<file path="config.mk">
export PLATFORM = sky130hd
export DESIGN_NAME = pfh_host
export DESIGN_NICKNAME = d
export VERILOG_FILES = /design/src/pfh_pkg.sv /design/src/pfh_host.sv
export VERILOG_INCLUDE_DIRS = /design/src
export SDC_FILE = /design/constraint.sdc
export NUM_CORES = 1
export LEC_CHECK = 0
export BUFFER_PORTS_ARGS = -buffer_cell sky130_fd_sc_hd__buf_2
export CAP_MARGIN = 10
export CORE_ASPECT_RATIO = 2
export CORE_MARGIN = 2
export CORE_UTILIZATION = 35
export CTS_CLUSTER_DIAMETER = 120
export DETAILED_ROUTE_END_ITERATION = 8
export PLACE_DENSITY = 0.56
export REMOVE_ABC_BUFFERS = 1
export SLEW_MARGIN = 10
export SYNTH_ARGS = -nofsm -noshare
export SYNTH_HDL_FRONTEND = slang
export SYNTH_SLANG_ARGS = --single-unit
</file>
<file path="constraint.sdc">
create_clock -name core_clk -period 2.5 [get_ports core_clk]
set_input_delay 0.25 -clock core_clk [delete_from_list [all_inputs] [get_ports core_clk]]
set_output_delay 0.25 -clock core_clk [all_outputs]
set_load 0.01 [all_outputs]
</file>
<file path="src/pfh_consts.svh">
`ifndef PFH_CONSTS_SVH
`define PFH_CONSTS_SVH

// query word offsets and expected contents of the device
`define PFH_Q_OTP_SIZE_OFS      8'h52
`define PFH_Q_OTP_SIZE_VAL      16'h0009
`define PFH_Q_SW_FEAT_OFS       8'h53
`define PFH_Q_SW_FEAT_VAL       16'h008F
`define PFH_Q_PAGE_SIZE_OFS     8'h54
`define PFH_Q_PAGE_SIZE_VAL     16'h0005
`define PFH_Q_ERS_SUSP_OFS      8'h55
`define PFH_Q_PGM_SUSP_OFS      8'h56
`define PFH_Q_SUSP_VAL          16'h0006
`define PFH_Q_RSVD_FIRST_OFS    8'h57
`define PFH_Q_RSVD_LAST_OFS     8'h77
`define PFH_Q_RSVD_VAL          16'hFFFF
`define PFH_Q_PIN_RST_OFS       8'h78
`define PFH_Q_PIN_RST_VAL       16'h0006
`define PFH_Q_POR_OFS           8'h79
`define PFH_Q_POR_VAL           16'h0009

// bus widths
`define PFH_ADDR_W              26
`define PFH_DATA_W              16

// timing, ns and derived cycles at 5 ns
`define PFH_CLK_PERIOD_NS       5
`define PFH_T_SETUP_NS          10
`define PFH_T_STROBE_NS         70
`define PFH_T_HOLD_NS           10
`define PFH_T_RESET_NS          500
`define PFH_SETUP_CYC  ((`PFH_T_SETUP_NS + `PFH_CLK_PERIOD_NS - 1) / `PFH_CLK_PERIOD_NS)
`define PFH_STROBE_CYC ((`PFH_T_STROBE_NS + `PFH_CLK_PERIOD_NS - 1) / `PFH_CLK_PERIOD_NS)
`define PFH_HOLD_CYC   ((`PFH_T_HOLD_NS + `PFH_CLK_PERIOD_NS - 1) / `PFH_CLK_PERIOD_NS)
`define PFH_RESET_CYC  ((`PFH_T_RESET_NS + `PFH_CLK_PERIOD_NS - 1) / `PFH_CLK_PERIOD_NS)

`endif

</file>
<file path="src/pfh_pkg.sv">
package pfh_pkg;

    typedef enum logic [4:0] {
        PFH_IDLE   = 5'h01,
        PFH_SETUP  = 5'h02,
        PFH_STROBE = 5'h04,
        PFH_HOLD   = 5'h08,
        PFH_RESET  = 5'h10
    } pfh_state_t;

    // user request
    typedef struct packed {
        logic        write;
        logic [25:0] addr;
        logic [15:0] wdata;
    } pfh_req_t;

    // pin drive toward the device
    typedef struct packed {
        logic        reset_n;
        logic        ce_n;
        logic        oe_n;
        logic        we_n;
        logic        wp_n;
        logic [25:0] addr;
        logic [15:0] dout;
        logic        doe;
    } pfh_pins_t;

endpackage : pfh_pkg
</file>
<file path="src/pfh_host.sv">
`include "pfh_consts.svh"

module pfh_host
(
    input  wire logic                     core_clk,
    input  wire logic                     rst,
    input  wire logic                     req_valid,
    input  wire logic                     req_write,
    input  wire logic [`PFH_ADDR_W-1:0]   req_addr,
    input  wire logic [`PFH_DATA_W-1:0]   req_wdata,
    input  wire logic                     dev_reset_req,
    input  wire logic                     wp_assert,
    output logic                          req_ready,
    output logic                          rsp_valid,
    output logic [`PFH_DATA_W-1:0]        rsp_rdata,
    output logic                          rsp_query_ok,
    output logic                          dev_ready,
    output logic                          flash_reset_n,
    output logic                          flash_ce_n,
    output logic                          flash_oe_n,
    output logic                          flash_we_n,
    output logic                          flash_wp_n,
    output logic [`PFH_ADDR_W-1:0]        flash_addr,
    output logic [`PFH_DATA_W-1:0]        flash_data_o,
    output logic                          flash_data_oe,
    input  wire logic [`PFH_DATA_W-1:0]   flash_data_i,
    input  wire logic                     flash_ready_busy_n_i,
    output logic                          flash_ready_busy_n_o,
    output logic                          flash_ready_busy_n_oe
);

    // ************************************************************
    // query contents check
    // ************************************************************
    function automatic logic query_match(input logic [`PFH_ADDR_W-1:0] a,
                                         input logic [`PFH_DATA_W-1:0] d);
        logic [7:0] o;
        o = a[7:0];
        query_match = 1'b1;
        if (a[`PFH_ADDR_W-1:8] == '0)
        begin
            if (o == `PFH_Q_OTP_SIZE_OFS)
                query_match = (d == `PFH_Q_OTP_SIZE_VAL);
            else if (o == `PFH_Q_SW_FEAT_OFS)
                query_match = (d == `PFH_Q_SW_FEAT_VAL);
            else if (o == `PFH_Q_PAGE_SIZE_OFS)
                query_match = (d == `PFH_Q_PAGE_SIZE_VAL);
            else if (o == `PFH_Q_ERS_SUSP_OFS || o == `PFH_Q_PGM_SUSP_OFS)
                query_match = (d == `PFH_Q_SUSP_VAL);
            else if (o >= `PFH_Q_RSVD_FIRST_OFS && o <= `PFH_Q_RSVD_LAST_OFS)
                query_match = (d == `PFH_Q_RSVD_VAL);
            else if (o == `PFH_Q_PIN_RST_OFS)
                query_match = (d == `PFH_Q_PIN_RST_VAL);
            else if (o == `PFH_Q_POR_OFS)
                query_match = (d == `PFH_Q_POR_VAL);
        end
    endfunction : query_match

    // ************************************************************
    // ready/busy synchroniser
    // ************************************************************
    logic rb_meta_reg;
    logic rb_sync_reg;

    always_ff @(posedge core_clk)
    begin
        if (rst)
        begin
            rb_meta_reg <= 1'b0;
            rb_sync_reg <= 1'b0;
        end
        else
        begin
            rb_meta_reg <= flash_ready_busy_n_i;
            rb_sync_reg <= rb_meta_reg;
        end
    end

    // host never pulls the line; pull-up resolves high when released
    always_ff @(posedge core_clk)
    begin
        flash_ready_busy_n_o  <= 1'b0;
        flash_ready_busy_n_oe <= 1'b0;
        dev_ready             <= rst ? 1'b0 : rb_sync_reg;
    end

    // ************************************************************
    // transfer sequencer
    // ************************************************************
    pfh_pkg::pfh_state_t state_reg;
    pfh_pkg::pfh_req_t   req_reg;
    logic [7:0]          cnt_reg;

    always_ff @(posedge core_clk)
    begin
        if (rst)
        begin
            state_reg <= pfh_pkg::PFH_RESET;
            cnt_reg   <= 8'(`PFH_RESET_CYC - 1);
            req_reg   <= '0;
        end
        else
        begin
            case (state_reg)
                pfh_pkg::PFH_IDLE:
                begin
                    if (dev_reset_req)
                    begin
                        state_reg <= pfh_pkg::PFH_RESET;
                        cnt_reg   <= 8'(`PFH_RESET_CYC - 1);
                    end
                    else if (req_valid)
                    begin
                        req_reg.write <= req_write;
                        req_reg.addr  <= req_addr;
                        req_reg.wdata <= req_wdata;
                        state_reg     <= pfh_pkg::PFH_SETUP;
                        cnt_reg       <= 8'(`PFH_SETUP_CYC - 1);
                    end
                end
                pfh_pkg::PFH_SETUP:
                begin
                    cnt_reg <= cnt_reg - 8'h01;
                    if (cnt_reg == 8'h00)
                    begin
                        state_reg <= pfh_pkg::PFH_STROBE;
                        cnt_reg   <= 8'(`PFH_STROBE_CYC - 1);
                    end
                end
                pfh_pkg::PFH_STROBE:
                begin
                    cnt_reg <= cnt_reg - 8'h01;
                    if (cnt_reg == 8'h00)
                    begin
                        state_reg <= pfh_pkg::PFH_HOLD;
                        cnt_reg   <= 8'(`PFH_HOLD_CYC - 1);
                    end
                end
                pfh_pkg::PFH_HOLD:
                begin
                    cnt_reg <= cnt_reg - 8'h01;
                    if (cnt_reg == 8'h00)
                        state_reg <= pfh_pkg::PFH_IDLE;
                end
                pfh_pkg::PFH_RESET:
                begin
                    cnt_reg <= cnt_reg - 8'h01;
                    if (cnt_reg == 8'h00)
                        state_reg <= pfh_pkg::PFH_IDLE;
                end
                default:
                    state_reg <= pfh_pkg::PFH_IDLE;
            endcase
        end
    end

    // ************************************************************
    // pin drive
    // ************************************************************
    logic strobe_last;
    assign strobe_last = (state_reg == pfh_pkg::PFH_STROBE) && (cnt_reg == 8'h00);

    always_ff @(posedge core_clk)
    begin
        if (rst)
        begin
            flash_reset_n <= 1'b0;
            flash_ce_n    <= 1'b1;
            flash_oe_n    <= 1'b1;
            flash_we_n    <= 1'b1;
            flash_addr    <= '0;
            flash_data_o  <= '0;
            flash_data_oe <= 1'b0;
        end
        else
        begin
            flash_reset_n <= ~(state_reg == pfh_pkg::PFH_RESET
                               || (state_reg == pfh_pkg::PFH_IDLE && dev_reset_req));
            flash_ce_n    <= ~(state_reg == pfh_pkg::PFH_SETUP
                               || state_reg == pfh_pkg::PFH_STROBE
                               || state_reg == pfh_pkg::PFH_HOLD);
            // strobes are exclusive by construction
            flash_we_n    <= ~(state_reg == pfh_pkg::PFH_STROBE && req_reg.write
                               && !strobe_last);
            flash_oe_n    <= ~(state_reg == pfh_pkg::PFH_STROBE && !req_reg.write
                               && !strobe_last);
            flash_addr    <= req_reg.addr;
            flash_data_o  <= req_reg.wdata;
            flash_data_oe <= (state_reg != pfh_pkg::PFH_IDLE
                              && state_reg != pfh_pkg::PFH_RESET
                              && req_reg.write);
        end
    end

    // write-protect drive; device defaults to unprotected when released
    always_ff @(posedge core_clk)
    begin
        flash_wp_n <= rst ? 1'b1 : ~wp_assert;
    end

    // ************************************************************
    // user answer
    // ************************************************************
    always_ff @(posedge core_clk)
    begin
        if (rst)
        begin
            req_ready    <= 1'b0;
            rsp_valid    <= 1'b0;
            rsp_rdata    <= '0;
            rsp_query_ok <= 1'b0;
        end
        else
        begin
            req_ready <= (state_reg == pfh_pkg::PFH_HOLD && cnt_reg == 8'h00)
                         || (state_reg == pfh_pkg::PFH_IDLE && !req_valid && !dev_reset_req);
            rsp_valid <= strobe_last;
            if (strobe_last && !req_reg.write)
            begin
                rsp_rdata    <= flash_data_i;
                rsp_query_ok <= query_match(req_reg.addr, flash_data_i);
            end
        end
    end

endmodule : pfh_host

</file>
======== Word-level counts from Yosys, hierarchy flattened ========
Cells that the tools add are included.
cells by class
  reductions and logical operators ........ 29
  multiplexer cells ....................... 19
  bitwise operators ....................... 6
  eq/ne operators ......................... 23
  $add $sub $neg .......................... 1
  order comparisons ....................... 2
operators with widths
  operator                                                                  number
  8-bit by 7-bit == test with 1-bit output (second input constant)          7
  16-bit by 3-bit == test with 1-bit output (second input constant)         2
  8-bit two-way mux                                                         4
  8-bit one-hot mux with 4 select lines                                     1
  5-bit two-way mux                                                         5
  5-bit one-hot mux with 4 select lines                                     1
  18-bit zero test                                                          1
  16-bit == test (second input constant)                                    1
  16-bit by 4-bit == test with 1-bit output (second input constant)         1
  16-bit by 8-bit == test with 1-bit output (second input constant)         1
  1-bit logical AND                                                         13
  8-bit by 7-bit >= comparator with 1-bit output (second input constant)    1
  8-bit by 7-bit <= comparator with 1-bit output (second input constant)    1
  8-bit zero test                                                           1
  1-bit two-way mux                                                         8
  8-bit by 1-bit subtractor with 8-bit output (second input constant)       1
  1-bit NOT                                                                 6
  5-bit by 1-bit == test with 1-bit output (second input constant)          1
  5-bit by 2-bit == test with 1-bit output (second input constant)          1
  5-bit by 3-bit == test with 1-bit output (second input constant)          1
  5-bit by 4-bit == test with 1-bit output (second input constant)          1
  5-bit == test (second input constant)                                     1
  1-bit logical OR                                                          5
  5-bit by 1-bit inequality test with 1-bit output (second input constant)  1
  other kinds (10)                                                          14
storage, ports and cells
  output and inout port bits .............. 70
  register bits after elaboration ......... 126

======== Longest topological paths before layout ========
  depth in word-level cells ............... 9
  mapped depth ............................ 9
  mapped depth without buffers ............ 7

======== Worst setup path before layout ========
No wires, ideal clock.
  kind .................................... reg-to-reg
  start point ............................. reg cnt_reg[2]
  end point ............................... reg cnt_reg[5]
  library setup time ...................... 120 ps
  slack ................................... 446 ps
  stages on the path, launching flop included .. 6
  data required time ...................... 2,380 ps
  data arrival time ....................... 1,934 ps
  buffers on the path ..................... 0
  clock period less this slack ............ 2,054 ps
  path through ............................ dfxtp_1 or4_4 nor4b_4 o21ai_4 a21o_1 a211o_1
on the way
  word-level cells in the longest chain between the ends .. 3
  elaborated cells on any way between the ends .. 5
ends and longest elaborated chain
  what                                                                            line                              source
  start: declaration                                                              pfh_host.sv:92                    logic [7:0] cnt_reg;
  start signal: assignment                                                        pfh_host.sv:99                    cnt_reg <= 8'(`PFH_RESET_CYC - 1);
  start signal: assignment                                                        pfh_host.sv:110                   cnt_reg <= 8'(`PFH_RESET_CYC - 1);
  start signal: assignment                                                        pfh_host.sv:118                   cnt_reg <= 8'(`PFH_SETUP_CYC - 1);
  8-bit by 1-bit subtractor with 8-bit output or 8-bit zero test (tied branches)  --
  8-bit two-way mux, on equally long branches                                     pfh_host.sv:133, pfh_host.sv:124
  8-bit one-hot mux with 4 select lines (*)                                       pfh_host.sv:104                   case (state_reg)
Every way passes the cells marked *; elsewhere a longest branch is shown, timed or not.
A chain may end at the register's enable or synchronous reset.

======== Worst setup path after layout ========
  start point ............................. reg cnt_reg[2]
  end point ............................... reg rsp_rdata[7]
on the way
  word-level cells in the longest chain between the ends .. 3
ends and longest elaborated chain
  what                    line             source
  8-bit zero test         pfh_host.sv:161  assign strobe_last = (state_reg == pfh_pkg::PFH_STROBE) && (cnt_reg == 8'h00);
  1-bit logical AND       pfh_host.sv:161
  1-bit logical AND       pfh_host.sv:218  if (strobe_last && !req_reg.write)
  end signal: assignment  pfh_host.sv:220  rsp_rdata <= flash_data_i;
  end: declaration        pfh_host.sv:15   output logic [`PFH_DATA_W-1:0] rsp_rdata,
No other way between the ends.

==> key figures <==
Status
  – Status: complete, but fails checks
  – Failing checks: DRC

Global route
  – Total track usage: 0.165
  – Initial antenna violation count: 0
  – Pin count of the biggest net entering global routing: between 70 and 80
  – First-pass GRT wire length: ~19 mm
  – Congestion Overflow GR: 0
  – Vias in the first global route: about 4,000

Die
  – DIE WIDTH: around 86 um
  – Die ar.: about 14,000 um^2
  – Io pins: 135
  – DIE HEIGHT: approximately 170 um
  – Initial cell density of the core: 0.359
  – CORE AREA: between 10,000 and 15,000 um^2
  – Row count: 59

Synth
  – Cell area after synthesis: 4690 um^2
  – Top FF cell, synth: dfxtp_1
  – Yosys top cell area share: 0.538
  – Post-synth ARST share: 0
  – Syn_area_per_cell: slightly below 9 um^2
  – Cell type with the highest aggregate area in the netlist: dfxtp_1
  – Largest cells by area after synthesis: dfxtp_1, nand2_1, a21oi_1, nor2b_1, clkbuf_1
  – Number of synthesized flops with an enable pin: 0
  – Yosys reg bits: around 130
  – Syn. warnings: 0
  – Seq/Total Area, Yosys: 0.538
  – Post-Synthesis Cells: 539
  – Unique masters post-synth: around 50

Setup path
  – R2R depth: 6
  – RR Startpoint: cnt_reg[2]
  – CP Launch Type: flop
  – CP delay by family, top: simple AND/OR/NAND/NOR gates
  – CP required: 2.75 ns
  – Number of buffers and inverters on the critical path: 0
  – Critical path's largest stage delay: 0.62 ns
  – CP max stage cell: or3_1
  – CP Class: flop to flop
  – CP Data Arrival Time: around 2.5 ns
  – Crit Path Max Fanout: 16
  – Crit end category: flop
  – Worst reg2reg endpoint: rsp_rdata[7]
  – CP Cell Sequence: or4_4, nor2_4, nand3b_4, or3_1, nand2_1, a21oi_1
  – Reg-to-reg slack, setup: between 0.2 and 0.3 ns

Route
  – Drt wl/cell: about 14 um
  – Remaining antenna violation count: 0
  – Drt pass-1 iters: 9
  – Total vias in the final route: just over 4,000
  – Final WL: approximately 12 mm
  – Vias per inst: a little under 5
  – DRC: 10
  – DR iter-0 viols: about 160

Clock tree
  – Root buffer cell: clkbuf_16
  – Clk_lat worst skew: 0.40 ns
  – H-Tree Depth: 4
  – CTS buffer count: 17
  – TritonCTS clock tree: yes
  – CTS Buffer Depth: 2
  – CTS Sinks: 126
  – Clk slew on worst S/H paths: around 0.050 ns
  – Post-CTS Setup Bufs: 0

Cells and area
  – Max FFs per register: 43
  – Final net count: around 740
  – Layout area overhead: 29.2%
  – Commonest cells after routing, fill and taps aside: buf_2, nand2_1, dfxtp_1
  – Count of filler cells inserted in the layout: 1,307
  – Final core utilization: 0.464
  – Share of cells above drive strength 1: 0.262
  – Post-Layout Cell Count: roughly 830
  – Ant. Diodes: 0
  – Most common cell after layout, fill and taps aside: buf_2

Power and ir drop
  – Static Leakage: between 2 and 3 nW
  – PwrDens: ~800 nW/um^2
  – Worst vdd ir: roughly 450 uV

Min path
  – Hold path startpoint: flash_ready_busy_n_i
  – Hold Crit Depth: 2
  – Worst Hold Class: input pin to flop
  – Hold Path End: rb_meta_reg

STA
  – Final Hold Viols: 0
  – Fin crit share: 0.893
  – RSZ-0062 raised after global routing: false
  – Relative slew slack: 0.486
  – Max Fclk: roughly 450 MHz
  – Max Slew Vio Count: 0
  – Slew @ Worst Pin: ~0.77 ns
  – Clock skew: between 0.008 and 0.009 ns
  – Final setup viols: 0
  – Min cycle time layout: between 2 and 2.5 ns
  – TNS Setup: 0 ns
  – Min Hold Slack: ~0.056 ns

Place
  – Final RePlAce weighted congestion: about 0.85
  – Port bufs: around 130
  – Placed Cells: 800
  – DP HPWL: around 8.5 mm

Run
  – Max Cap Viol: 0
## cells in the mapped netlist (2+ instances only)
cell type	number
a211o_1	4
a21o_1	2
a21oi_1	73
a311oi_1	3
a31oi_1	2
buf_2	2
buf_4	2
clkbuf_1	26
dfxtp_1	126
ha_1	2
inv_1	5
mux2i_1	3
nand2_1	130
nand2b_1	9
nand3_1	8
nand3b_1	5
nand4_1	5
nor2_1	21
nor2b_1	48
nor3_1	10
nor4_1	7
nor4b_1	2
nor4bb_1	2
o211ai_1	2
o21ai_0	10
or4_1	2
xor2_1	4
## how the worst max path moves through the flow
stage,start,to,depth (start not counted)
after floorplan,cnt_reg[2],cnt_reg[5],5
after global placement,req_reg[23],rsp_query_ok,6
after detailed placement,cnt_reg[2],rsp_rdata[7],6
after CTS,req_reg[23],rsp_query_ok,6
after global routing,req_reg[23],rsp_query_ok,6
final,cnt_reg[2],rsp_rdata[7],6
## layout make-up
class / instances / area, um^2 / share of cell area
clock buffer: 20 / 447 / 0.0737
clock inverter: 11 / 119 / 0.0196
inverter: 5 / 18.8 / 0.00310
multi-input combinational: 377 / 2020 / 0.333
sequential: 126 / 2520 / 0.416
tap: 152 / 190 / 0.0314
timing repair buffer: 141 / 746 / 0.123
## routing by layer
| layer | up-vias | GRT usage | wire length, um |
|---|---|---|---|
| met2 | 106 | 0.315 | 6610 |
| met5 | - | 0 | 0 |
| met1 | 1903 | 0.162 | 4360 |
| met3 | 23 | 0.0306 | 437 |
| met4 | 0 | 0.0821 | 296 |
| li1 | 2065 | - | - |
## what timing repair did
item,CTS,global route
resized for setup,0,0
hold buffers,1,0
hold endpoints to repair,1,0
## through the flow
| step | total power, mW | setup slack [ns] | cell area [um^2] |
|---|---|---|---|
| 3_3_place_gp | 2.58 | 0.295 | 5480 |
| 6_report | 4.88 | 0.268 | 6060 |
| 5_1_grt | 5.08 | 0.0627 | 6060 |
| 3_5_place_dp | 2.59 | 0.271 | 5480 |
| 4_1_cts | 4.95 | 0.246 | 6060 |
| 2_1_floorplan | 2.41 | 0.446 | 4560 |
## kinds of logic after synthesis
kind of cell    after synthesis  synth area share
compound gates              105             0.129
other cells                   1          0.000800
simple gates                260             0.278
xor+xnor                      5           0.00934
fa+ha+maj                     2           0.00534
mux                           3           0.00640
buf+inv                      37            0.0333
flops                       126             0.538
## report_power, final
group / total [mW] / switching [mW] / internal [mW]
Clock: 2.33 / 0.852 / 1.48
Sequential: 2.13 / 0.0620 / 2.07
Combinational: 0.416 / 0.241 / 0.175
Power figures use the tool's default switching activity.
